==> config.mk <==
export PLATFORM = sky130hd
export DESIGN_NAME = fcr_bank
export DESIGN_NICKNAME = d
export VERILOG_FILES = /design/src/fcr_bank.v /design/src/fcr_sync2.v
export VERILOG_INCLUDE_DIRS = /design/src
export SDC_FILE = /design/constraint.sdc
export NUM_CORES = 2
export LEC_CHECK = 0
export ABC_AREA = 1
export BUFFER_PORTS_ARGS = -buffer_cell sky130_fd_sc_hd__buf_2
export CAP_MARGIN = 10
export CORE_MARGIN = 2
export CORE_UTILIZATION = 50
export DETAILED_ROUTE_END_ITERATION = 8
export PLACE_DENSITY = 0.66
export SLEW_MARGIN = 0
export SYNTH_ARGS = -nofsm -noshare
export SYNTH_HDL_FRONTEND = slang
export SYNTH_SLANG_ARGS = --single-unit
==> constraint.sdc <==
create_clock -name REF_CLK_I -period 3.4 [get_ports REF_CLK_I]
set_input_delay 0.68 -clock REF_CLK_I [delete_from_list [all_inputs] [get_ports REF_CLK_I]]
set_output_delay 0.68 -clock REF_CLK_I [all_outputs]
set_load 0.1 [all_outputs]
==> src/fcr_consts.vh <==
// constants for the front-end control register bank
`ifndef FCR_CONSTS_VH
`define FCR_CONSTS_VH

// ----------------------------------------------------------------
// serial frame
// ----------------------------------------------------------------
`define FCR_DW          12
`define FCR_AW          4
`define FCR_FRAME_BITS  5'h10
`define FCR_SH_RESET    16'h0000

// ----------------------------------------------------------------
// register addresses
// ----------------------------------------------------------------
`define FCR_A_CW_FIRST  4'h2
`define FCR_A_MODE      4'h6
`define FCR_A_FRONT     4'h7
`define FCR_A_FILTER    4'h8
`define FCR_A_ADC_PD    4'h9
`define FCR_A_PAT_ONE   4'ha
`define FCR_A_SWING     4'hb
`define FCR_A_PAT_TWO   4'hc
`define FCR_A_CLK_DLY   4'hd
`define FCR_A_OUT_CTL   4'he
`define FCR_A_RB_SEL    4'hf
`define FCR_REG_RESET   12'h000

// ----------------------------------------------------------------
// field positions
// ----------------------------------------------------------------
`define FCR_MODE_BIT    8
`define FCR_CW_ON_LO    5
`define FCR_CW_ON_HI    11
`define FCR_PGA_HI      1
`define FCR_GAIN_BIT    2
`define FCR_FBSW_BIT    3
`define FCR_TRACK_BIT   5
`define FCR_BIAS_BIT    6
`define FCR_OFS_HI      9
`define FCR_OFS_LO      8
`define FCR_FINE_HI     3
`define FCR_PR_HI       8
`define FCR_PR_LO       5
`define FCR_CTL_BIT     9
`define FCR_SWING_HI    11
`define FCR_SWING_LO    9
`define FCR_DLY_HI      11
`define FCR_DLY_LO      6
`define FCR_ATP_HI      1
`define FCR_RB_HI       11
`define FCR_RB_LO       8

// ----------------------------------------------------------------
// output source codes and timing
// ----------------------------------------------------------------
`define FCR_SRC_ADC     2'h0
`define FCR_SRC_ONE     2'h1
`define FCR_SRC_TWO     2'h2
`define FCR_BIT_LAST    4'hb
`define FCR_HALF_BITS   4'h6
`define FCR_PIPE_DEPTH  5
// 50 us of tracking at a 40 ns clock
`define FCR_LOCK_CYC    11'h4e2

`endif

==> src/fcr_bank.v <==
// front-end control register bank with serial port and lvds framer
`include "fcr_consts.vh"
`default_nettype none
module fcr_bank (
   input  wire        REF_CLK_I,       // 25 MHz clock
   input  wire        RST_N_I,         // async reset, active low
   input  wire        SPI_SCK_I,       // serial port clock
   input  wire        SPI_CS_N_I,      // serial port select, low
   input  wire        SPI_SDI_I,       // serial data in
   output reg         SPI_SDO_O,       // serial data out
   input  wire        TRACK_PIN_I,     // external tracking enable pin
   input  wire [5:0]  TRACK_CODE_I,    // tracking calibration code
   input  wire [95:0] ADC_DATA_I,      // 8 x 12-bit adc results
   output reg  [7:0]  ADC_PD_O,        // adc power down per channel
   output reg  [7:0]  FRONT_PD_O,      // lna+vga+filter power down
   output reg  [7:0]  LNA_ON_O,        // lna powered per channel
   output reg  [7:0]  GM_ON_O,         // transconductance amp on
   output reg         CW_SW_ON_O,      // cross-point switch powered
   output reg         PLL_EN_O,        // pll enable
   output reg         LVDS_EN_O,       // lvds drivers enable
   output reg  [2:0]  LVDS_SWING_O,    // lvds amplitude code
   output reg  [5:0]  CLK_DLY_O,       // frame and bit clock delay
   output reg  [5:0]  DATA_DLY_O,      // data lane delay
   output reg         FB_SWITCH_O,     // lna feedback switch closed
   output reg         PREAMP_GAIN_O,   // preamp gain select
   output reg  [1:0]  PGA_GAIN_O,      // pga gain field
   output reg         EXT_BIAS_O,      // external bias select
   output reg  [1:0]  TRACK_OFS_O,     // tracking offset
   output reg  [3:0]  TRACK_FINE_O,    // tracking fine code
   output reg         TRACK_ON_O,      // tracking engine running
   output reg         TRACK_LOCKED_O,  // lock time elapsed
   output reg  [5:0]  FILTER_CODE_O,   // filter corner code
   output reg         BIT_CLK_O,       // serial bit clock
   output reg         FRAME_CLK_O,     // frame clock
   output wire [7:0]  DOUT_O           // lvds data lanes
);

   // ----------------------------------------------------------------
   // input synchronisers
   // ----------------------------------------------------------------
   wire [3:0] sync_q;
   wire       sck_s;
   wire       cs_n_s;
   wire       sdi_s;
   wire       pin_s;

   fcr_sync2 #(
      .W (4)
   ) u_sync (
      .clk_i   (REF_CLK_I),
      .rst_n_i (RST_N_I),
      .d_i     ({TRACK_PIN_I, SPI_SDI_I, ~SPI_CS_N_I, SPI_SCK_I}),
      .q_o     (sync_q)
   );

   assign sck_s  = sync_q[0];
   // select travels inverted so the synchroniser's reset value is idle
   assign cs_n_s = ~sync_q[1];
   assign sdi_s  = sync_q[2];
   assign pin_s  = sync_q[3];

   reg  sck_d_reg;
   wire sck_rise;
   wire sck_fall;

   always @(posedge REF_CLK_I or negedge RST_N_I) begin
      if (!RST_N_I) begin
         sck_d_reg <= 1'b0;
      end else begin
         sck_d_reg <= sck_s;
      end
   end

   assign sck_rise = sck_s & ~sck_d_reg;
   assign sck_fall = ~sck_s & sck_d_reg;

   // ----------------------------------------------------------------
   // register array
   // ----------------------------------------------------------------
   reg  [`FCR_DW-1:0] regs [0:15];
   wire [`FCR_DW-1:0] r_mode;
   wire [`FCR_DW-1:0] r_front;
   wire [`FCR_DW-1:0] r_filt;
   wire [`FCR_DW-1:0] r_rb;
   wire               cw_mode;

   assign r_mode  = regs[`FCR_A_MODE];
   assign r_front = regs[`FCR_A_FRONT];
   assign r_filt  = regs[`FCR_A_FILTER];
   assign r_rb    = regs[`FCR_A_RB_SEL];
   assign cw_mode = r_mode[`FCR_MODE_BIT];

   // ----------------------------------------------------------------
   // serial port state machine
   // ----------------------------------------------------------------
   localparam ST_IDLE  = 1'b0;
   localparam ST_SHIFT = 1'b1;

   reg        st_reg;
   reg        st_next;
   reg [4:0]  cnt_reg;
   reg [4:0]  cnt_next;
   reg [15:0] rx_reg;
   reg [15:0] rx_next;
   reg [15:0] tx_reg;
   reg [15:0] tx_next;
   reg        wr_next;
   reg [`FCR_DW-1:0] rb_word;

   // readback source is the register picked by the select field
   always @* begin
      rb_word = regs[r_rb[`FCR_RB_HI:`FCR_RB_LO]];
   end

   always @* begin
      st_next  = st_reg;
      cnt_next = cnt_reg;
      rx_next  = rx_reg;
      tx_next  = tx_reg;
      wr_next  = 1'b0;
      case (st_reg)
         ST_IDLE: begin
            if (!cs_n_s) begin
               st_next  = ST_SHIFT;
               cnt_next = 5'h00;
               tx_next  = {4'h0, rb_word};
            end
         end
         ST_SHIFT: begin
            if (cs_n_s) begin
               st_next = ST_IDLE;
            end else begin
               if (sck_rise && cnt_reg != `FCR_FRAME_BITS) begin
                  rx_next  = {rx_reg[14:0], sdi_s};
                  cnt_next = cnt_reg + 5'h01;
                  // bits past the sixteenth are ignored
                  if (cnt_reg == `FCR_FRAME_BITS - 5'h01) begin
                     wr_next = 1'b1;
                  end
               end
               if (sck_fall) begin
                  tx_next = {tx_reg[14:0], 1'b0};
               end
            end
         end
         default: begin
            st_next = ST_IDLE;
         end
      endcase
   end

   integer i;

   always @(posedge REF_CLK_I or negedge RST_N_I) begin
      if (!RST_N_I) begin
         st_reg    <= ST_IDLE;
         cnt_reg   <= 5'h00;
         rx_reg    <= `FCR_SH_RESET;
         tx_reg    <= `FCR_SH_RESET;
         SPI_SDO_O <= 1'b0;
         for (i = 0; i < 16; i = i + 1) begin
            regs[i] <= `FCR_REG_RESET;
         end
      end else begin
         st_reg    <= st_next;
         cnt_reg   <= cnt_next;
         rx_reg    <= rx_next;
         tx_reg    <= tx_next;
         SPI_SDO_O <= tx_next[15];
         if (wr_next) begin
            regs[rx_next[15:12]] <= rx_next[11:0];
         end
      end
   end

   // ----------------------------------------------------------------
   // power and mode decode
   // ----------------------------------------------------------------
   reg [7:0] cw_on;
   integer   k;

   // each switch register carries two channels, enables in bit 5 and bit 11
   always @* begin
      cw_on = 8'h00;
      for (k = 0; k < 4; k = k + 1) begin
         cw_on[2*k]   = regs[k + `FCR_A_CW_FIRST][`FCR_CW_ON_LO];
         cw_on[2*k+1] = regs[k + `FCR_A_CW_FIRST][`FCR_CW_ON_HI];
      end
   end

   always @(posedge REF_CLK_I or negedge RST_N_I) begin
      if (!RST_N_I) begin
         ADC_PD_O      <= 8'h00;
         FRONT_PD_O    <= 8'h00;
         LNA_ON_O      <= 8'hff;
         GM_ON_O       <= 8'h00;
         CW_SW_ON_O    <= 1'b0;
         PLL_EN_O      <= 1'b1;
         LVDS_EN_O     <= 1'b1;
         LVDS_SWING_O  <= 3'h0;
         CLK_DLY_O     <= 6'h00;
         DATA_DLY_O    <= 6'h00;
         FB_SWITCH_O   <= 1'b0;
         PREAMP_GAIN_O <= 1'b0;
         PGA_GAIN_O    <= 2'h0;
         EXT_BIAS_O    <= 1'b0;
         TRACK_OFS_O   <= 2'h0;
         TRACK_FINE_O  <= 4'h0;
      end else begin
         if (cw_mode) begin
            ADC_PD_O   <= 8'hff;
            FRONT_PD_O <= 8'hff;
            LNA_ON_O   <= cw_on;
            GM_ON_O    <= cw_on;
            CW_SW_ON_O <= |cw_on;
         end else begin
            // switch registers have no effect here
            ADC_PD_O   <= regs[`FCR_A_ADC_PD][7:0];
            FRONT_PD_O <= r_mode[7:0];
            LNA_ON_O   <= ~r_mode[7:0];
            GM_ON_O    <= 8'h00;
            CW_SW_ON_O <= 1'b0;
         end
         PLL_EN_O      <= ~cw_mode;
         LVDS_EN_O     <= ~cw_mode;
         LVDS_SWING_O  <= regs[`FCR_A_SWING][`FCR_SWING_HI:`FCR_SWING_LO];
         CLK_DLY_O     <= regs[`FCR_A_CLK_DLY][`FCR_DLY_HI:`FCR_DLY_LO];
         DATA_DLY_O    <= regs[`FCR_A_OUT_CTL][`FCR_DLY_HI:`FCR_DLY_LO];
         FB_SWITCH_O   <= r_front[`FCR_FBSW_BIT];
         PREAMP_GAIN_O <= r_front[`FCR_GAIN_BIT];
         PGA_GAIN_O    <= r_front[`FCR_PGA_HI:0];
         EXT_BIAS_O    <= r_front[`FCR_BIAS_BIT];
         TRACK_OFS_O   <= r_front[`FCR_OFS_HI:`FCR_OFS_LO];
         TRACK_FINE_O  <= r_filt[`FCR_FINE_HI:0];
      end
   end

   // ----------------------------------------------------------------
   // filter corner selection and tracking
   // ----------------------------------------------------------------
   wire        prog_sel;
   wire        track_run;
   reg  [10:0] lock_cnt_reg;

   assign prog_sel  = r_filt[`FCR_CTL_BIT];
   // tracking only matters while the filter is in use
   assign track_run = (r_front[`FCR_TRACK_BIT] | pin_s)
                      & ~prog_sel & ~cw_mode;

   always @(posedge REF_CLK_I or negedge RST_N_I) begin
      if (!RST_N_I) begin
         FILTER_CODE_O  <= 6'h00;
         TRACK_ON_O     <= 1'b0;
         TRACK_LOCKED_O <= 1'b0;
         lock_cnt_reg   <= 11'h000;
      end else begin
         TRACK_ON_O <= track_run;
         if (prog_sel) begin
            FILTER_CODE_O <= {r_filt[`FCR_PR_HI:`FCR_PR_LO], 2'h0};
         end else if (track_run) begin
            FILTER_CODE_O <= TRACK_CODE_I;
         end
         // lock flag is a conservative timer, not a measured lock
         if (!track_run) begin
            lock_cnt_reg   <= 11'h000;
            TRACK_LOCKED_O <= 1'b0;
         end else if (lock_cnt_reg != `FCR_LOCK_CYC) begin
            lock_cnt_reg   <= lock_cnt_reg + 11'h001;
         end else begin
            TRACK_LOCKED_O <= 1'b1;
         end
      end
   end

   // ----------------------------------------------------------------
   // frame timing: one bit per clock, bit clock toggles each cycle
   // ----------------------------------------------------------------
   reg  [3:0] bit_reg;
   wire       frame_end;

   assign frame_end = (bit_reg == `FCR_BIT_LAST);

   always @(posedge REF_CLK_I or negedge RST_N_I) begin
      if (!RST_N_I) begin
         // start on a frame end so the first frame is a whole one
         bit_reg     <= `FCR_BIT_LAST;
         BIT_CLK_O   <= 1'b0;
         FRAME_CLK_O <= 1'b0;
      end else if (!LVDS_EN_O) begin
         bit_reg     <= `FCR_BIT_LAST;
         BIT_CLK_O   <= 1'b0;
         FRAME_CLK_O <= 1'b0;
      end else begin
         bit_reg     <= frame_end ? 4'h0 : bit_reg + 4'h1;
         // six bit clock periods carry twelve bits per frame
         BIT_CLK_O   <= ~BIT_CLK_O;
         FRAME_CLK_O <= frame_end | (bit_reg < `FCR_HALF_BITS - 4'h1);
      end
   end

   // ----------------------------------------------------------------
   // conversion pipeline and serializer
   // ----------------------------------------------------------------
   reg  [95:0] pipe [0:`FCR_PIPE_DEPTH-1];
   reg  [95:0] ser_reg;
   reg  [95:0] load_word;
   reg  [95:0] shift_word;
   wire [1:0]  src_sel;
   integer     c;
   integer     p;

   assign src_sel = regs[`FCR_A_OUT_CTL][`FCR_ATP_HI:0];

   always @* begin
      load_word  = 96'h0;
      shift_word = 96'h0;
      for (c = 0; c < 8; c = c + 1) begin
         case (src_sel)
            `FCR_SRC_ADC: begin
               load_word[12*c +: 12] = pipe[`FCR_PIPE_DEPTH-1][12*c +: 12];
            end
            `FCR_SRC_ONE: load_word[12*c +: 12] = regs[`FCR_A_PAT_ONE];
            `FCR_SRC_TWO: load_word[12*c +: 12] = regs[`FCR_A_PAT_TWO];
            default: begin
               load_word[12*c +: 12] = c[0] ? regs[`FCR_A_PAT_TWO]
                                            : regs[`FCR_A_PAT_ONE];
            end
         endcase
         // a powered-down adc lane sends zeros when live adc data is selected
         if (ADC_PD_O[c] && src_sel == `FCR_SRC_ADC) begin
            load_word[12*c +: 12] = 12'h000;
         end
         shift_word[12*c +: 12] = {ser_reg[12*c +: 11], 1'b0};
      end
   end

   always @(posedge REF_CLK_I or negedge RST_N_I) begin
      if (!RST_N_I) begin
         ser_reg <= 96'h0;
         for (p = 0; p < `FCR_PIPE_DEPTH; p = p + 1) begin
            pipe[p] <= 96'h0;
         end
      end else if (!LVDS_EN_O) begin
         ser_reg <= 96'h0;
      end else if (frame_end) begin
         // five whole frames plus one frame of serial shift
         pipe[0] <= ADC_DATA_I;
         for (p = 1; p < `FCR_PIPE_DEPTH; p = p + 1) begin
            pipe[p] <= pipe[p-1];
         end
         ser_reg <= load_word;
      end else begin
         ser_reg <= shift_word;
      end
   end

   genvar g;
   generate
      for (g = 0; g < 8; g = g + 1) begin : g_lane
         assign DOUT_O[g] = ser_reg[12*g + 11];
      end
   endgenerate

endmodule // fcr_bank
`default_nettype wire

==> src/fcr_sync2.v <==
// two-flop synchroniser for asynchronous input levels
`default_nettype none
module fcr_sync2 #(
   parameter W = 1
) (
   input  wire         clk_i,    // sampling clock
   input  wire         rst_n_i,  // async reset, active low
   input  wire [W-1:0] d_i,      // asynchronous levels
   output reg  [W-1:0] q_o       // synchronised levels
);
   reg [W-1:0] meta_reg;

   // first stage feeds the second stage only
   always @(posedge clk_i or negedge rst_n_i) begin
      if (!rst_n_i) begin
         meta_reg <= {W{1'b0}};
         q_o      <= {W{1'b0}};
      end else begin
         meta_reg <= d_i;
         q_o      <= meta_reg;
      end
   end
endmodule // fcr_sync2
`default_nettype wire
Yosys cells after proc, flatten, opt, wreduce, memory -nomap -nowiden
Index checks and enable logic that the tools add are counted.
Widths: inputs -> output; s select.
- register bits: 900
- input bits: 108
- logic and storage cells: 158
- $add $sub $neg: 3
- order comparisons: 4
- eq/ne operators: 12
- mux-type cells: 55
- bitwise logic cells: 16
- reduce and logical (&&, ||, !) cells: 16
- operators with widths (kind ; count):
    $bwmux 192 ; 1
    $mux 96 ; 2
    $pmux 12 s2 ; 8
    $mux 12 ; 11
    $mux 16 ; 6
    $bmux 12 s4 ; 1
    $demux 12 s4 ; 1
    $mux 8 ; 4
    $pmux 16 s2 ; 1
    $mux 11 ; 2
    $mux 5 ; 3
    $mux 6 ; 2
    $add 11x1->11 const B ; 1
    $ne 11x11->1 const B ; 1
    $ge 5x5->1 const B ; 2
    $logic_and 1x1->1 ; 10
    $mux 1 ; 10
    $not 4->5 ; 2
    $pmux 5 s2 ; 1
    $mux 4 ; 2
    $ne 2x1->1 const B ; 4
    $not 8->8 ; 1
    $reduce_or 8->1 ; 1
    $not 1->1 ; 7
    16 further kinds ; 22

Depth between registers and ports, before layout
- depth after elaboration: 12
- gate-level depth with buffers: 14
- gate-level depth less buffers: 12

Modules after synthesis
Synthesis repeated with hierarchy kept, for this count alone.
- cell total of the unflattened synthesis: 3642
- area total of the unflattened synthesis: 37596.1 um^2
- by module, submodules not included (module ; instances ; cells an instance ; area each (um^2)):
    fcr_bank ; 1 ; 3634 ; 37395.9
    fcr_sync2 ; 1 ; 8 ; 200.2

Worst setup path after synthesis
No wires, ideal clock.
- kind: flip-flop to flip-flop
- start: reg LVDS_EN_O
- end: reg pipe[384] (netlist name)
- arrival: 1.989 ns
- required time: 3.275 ns
- setup slack: 1.286 ns
- stages on the path, launching flop included: 7
- buffers on the path: 3
- clock period less this slack: 2.114 ns
- path through: dfstp_2 > inv_1 > nor2_2 > buf_2 > buf_6 > buf_6 > mux2_2
- word-level cells in the longest chain between the ends: 1
- ends and longest elaborated chain (item ; RTL line ; RTL):
    start, declared ; fcr_bank.v:20 ; output reg LVDS_EN_O,
    start signal, assigned ; fcr_bank.v:225 ; LVDS_EN_O <= ~cw_mode;
    $reduce_and 2->1 (no source line) ; n/a ;
    end signal, assigned by index ; fcr_bank.v:349 ; pipe[p] <= pipe[p-1];
    end, declared ; fcr_bank.v:304 ; reg [95:0] pipe [0:`FCR_PIPE_DEPTH-1];
No other way between the ends.
A chain may end at the register's enable or synchronous reset.

Final worst setup path
- start: reg bit_reg[0]
- end: reg pipe[373] (netlist name)
- word-level cells in the longest chain between the ends: 2
- ends and longest elaborated chain (item ; RTL line ; RTL):
    start, declared ; fcr_bank.v:278 ; reg [3:0] bit_reg;
    start signal, assigned ; fcr_bank.v:286 ; bit_reg <= `FCR_BIT_LAST;
    start signal, assigned ; fcr_bank.v:290 ; bit_reg <= `FCR_BIT_LAST;
    start signal, assigned ; fcr_bank.v:294 ; bit_reg <= frame_end ? 4'h0 : bit_reg + 4'h1;
    $eq 4x4->1 (no source line) ; n/a ;
    $reduce_and 2->1 (no source line) ; n/a ;
No other way between the ends.

==> results.toml <==
[synth]
synth_top_family_by_area = "simple AND/OR/NAND/NOR gates"
ys_seq_area_frac = 0.5983
synth-simple-area-share = 0.1681
ys_ff_latch = 900
synthAdderAreaFrac = 0.002325
synth_area_per_cell_um2 = 10.35
syn_inst = 3641
synthesis.area_um2 = 37670
synthTopCellsByArea = "dfrtp_1 59%, mux2_2 12%, nand2_1 8.9%"
synth_compound_area_frac = 0.05042
synth_warnings = 0
synth_top_area_frac = 0.5899
synth-xor-area-share = 0.001163
yosysTopAreaCell = "dfrtp_1"
ys.flop_type = "dfrtp_1"
synth_mux_area_frac = 0.1169
synth_edf_count = 0
synth_nets = 3756
synth.distinct_cells = 39
async_flop_share = 1.000

[die]
dieWidth_um = 278.5
io_pins = 188
coreArea_um2 = 74570
die_h_um = 278.5
initial_core_util = 0.5051
die-area_um2 = 77550
rows = 100

[cells_and_area]
nFillCells = 6372
diodes = 0
mostFrequentLayoutCells = "896 x nand2_1, 885 x dfrtp_1, 437 x nand3_1"
multi_input_area_um2 = 12770
drive_gt1_frac = 0.2302
layout_commonest_cell = "nand2_1"
final_util = 0.5716
areaGrowthSynthToFinish_pct = 13.16
fin_nets = 3888
largest_register_ffs = 480
seqCellArea_um2 = 22540

[critical_path]
crit_buf_inv = 3
start_kind = "flop"
worstPathCellList = "ha_1 > nand2_1 > nor2_1 > inv_2 > nor2_4 > buf_12 > buf_12 > mux2_2"
cpMaxStageDelayCell = "dfstp_2"
path_class = "reg2reg"
critPathCaptureType = "flop"
cpPeakStageDelay_ns = 0.53
cp_max_fo = 139
worstPathRequired_ns = 3.92
critPathArrivalTime_ns = 3.25
cpLargestDelayFamily = "buffers and inverters"
cpMostUsedCell = "buf_12"

[detailed_routing]
postRouteAntennaNets = 0
post_drt_via_cell_ratio = 5.453
dr.pass1.iters = 7
drt_iter0_drc = 2632
dr_total_vias = 26270
wl_per_cell_um = 19.23
drc = 0
routed_wl_um = 92660

[placed_design]
dpl.hpwl_um = 60000
gp_congestion = 0.9181
io_buffer_count = 187

[power]
p_per_area_nw_per_um2 = 542.9
leakagePower_uw = 0.02073
vdd_drop_max_v = 0.0004238
p_total_uw = 23140

[timing]
grt_setup_unrepaired = "false"
period_share = 0.8012
holdWs_ns = 0.1466
final_hold_viol_count = 0
max_freq_ghz = 0.3671
finalSetupViolCount = 0
tns_ns = 0
period_needed_ns = 2.724
maxSlewHeadroom = 0.2989
slew_violations = 0
fin_skew_ns = 0.02490
tightest_slew_ns = 1.052

[clock_tree]
cts_hold_buf = 1
cts_resized = 0
root_buffer = "clkbuf_16"
cts_buffers = 93
clock_path_buffers = 3
cts_setup_buffers = 0
clk_pin_slew_ns = 0.06
clock_sinks = 900
htree_levels = 3
cts_tree = "done"
clock_latency_ns = 0.66

[grt]
grt_pass1_vias = 25730
grt_max_degree = 140
antenna_found_initial = 0
grt_pass1_wl_um = 147800
track_usage = 0.2431
overflow = 0

[hold_path]
hp-class = "in2reg"

[outcome]
outcome = "completed"

[flow_run]
drv_cap = 0
==> where the power goes <==
part / leakage, uW / switching [uW] / internal, uW
clock: 0.00161 / 4220 / 6500
combinational: 0.00751 / 826 / 411
sequential: 0.0116 / 162 / 11000
total: 0.0207 / 5210 / 17900
==> routing by layer <==
layer  up-vias  GRT usage  wire length [um]
li1      12160          -                 -
met1     12960     0.3429             39720
met3       225    0.04113              6029
met2       935     0.3726             42820
met4         0     0.1066              4094
met5         -          0                 0
==> synthesized netlist by cell type, drive strengths merged, types with 10 or more instances <==
library cell / number
a21oi: 146
buf: 152
clkbuf: 86
dfrtp: 888
dfstp: 12
inv: 254
mux2: 391
nand2: 911
nand3: 438
nand4: 10
nor2: 72
o21ai: 211
or2: 22
==> worst reg2reg max path: cells and delay by family, from the launching register on <==
| kind | cells | cell delay (ns) |
|---|---|---|
| adder cells (fa/ha/maj) | 1 | 0.19 |
| buffers and inverters | 3 | 0.81 |
| flip-flops | 1 | 0.53 |
| multiplexers | 1 | 0.54 |
| AND/OR/NAND/NOR | 3 | 0.55 |
==> cell type report <==
type | instances | share of cell area
Timing Repair Buffer | 275 | 0.04391
Clock inverter | 32 | 0.01121
Clock buffer | 139 | 0.06531
Inverter | 257 | 0.02263
Tap cell | 969 | 0.02844
Sequential cell | 900 | 0.5289
Multi-Input combinational cell | 2246 | 0.2996
==> through the flow <==
stage,worst slack (ns),cells,instance area [um2]
after floorplan,1.286,3641,37670
after global placement,0.7814,4646,39350
after detailed placement,0.7484,4646,39350
after CTS,0.7101,4818,42630
after global routing,0.5203,4818,42630
final,0.6758,4818,42630
==> final timing paths <==
path                                       to          startpoint  slack (ns)  cells past startpoint
hold / removal             u_sync.meta_reg[0]           SPI_SCK_I        0.15                      1
max in group asynchronous           pipe[357]             RST_N_I        1.80                      4
min in group asynchronous           regs[138]             RST_N_I        0.58                      2
hold reg to reg                 u_sync.q_o[2]  u_sync.meta_reg[2]        0.34                      0
setup / recovery                    pipe[373]          bit_reg[0]        0.68                      8
setup reg to reg                    pipe[373]          bit_reg[0]        0.68                      8
==> kinds of logic (layout without fill, tap and decap cells) <==
| kind of cell | count (synthesis) | after routing |
|---|---|---|
| compound gates | 370 | 370 |
| xor+xnor | 5 | 5 |
| fa+ha+maj | 7 | 7 |
| buf+inv | 495 | 703 |
| flops | 900 | 900 |
| mux | 391 | 391 |
| simple gates | 1473 | 1473 |
(Power assumes the default switching activity.)
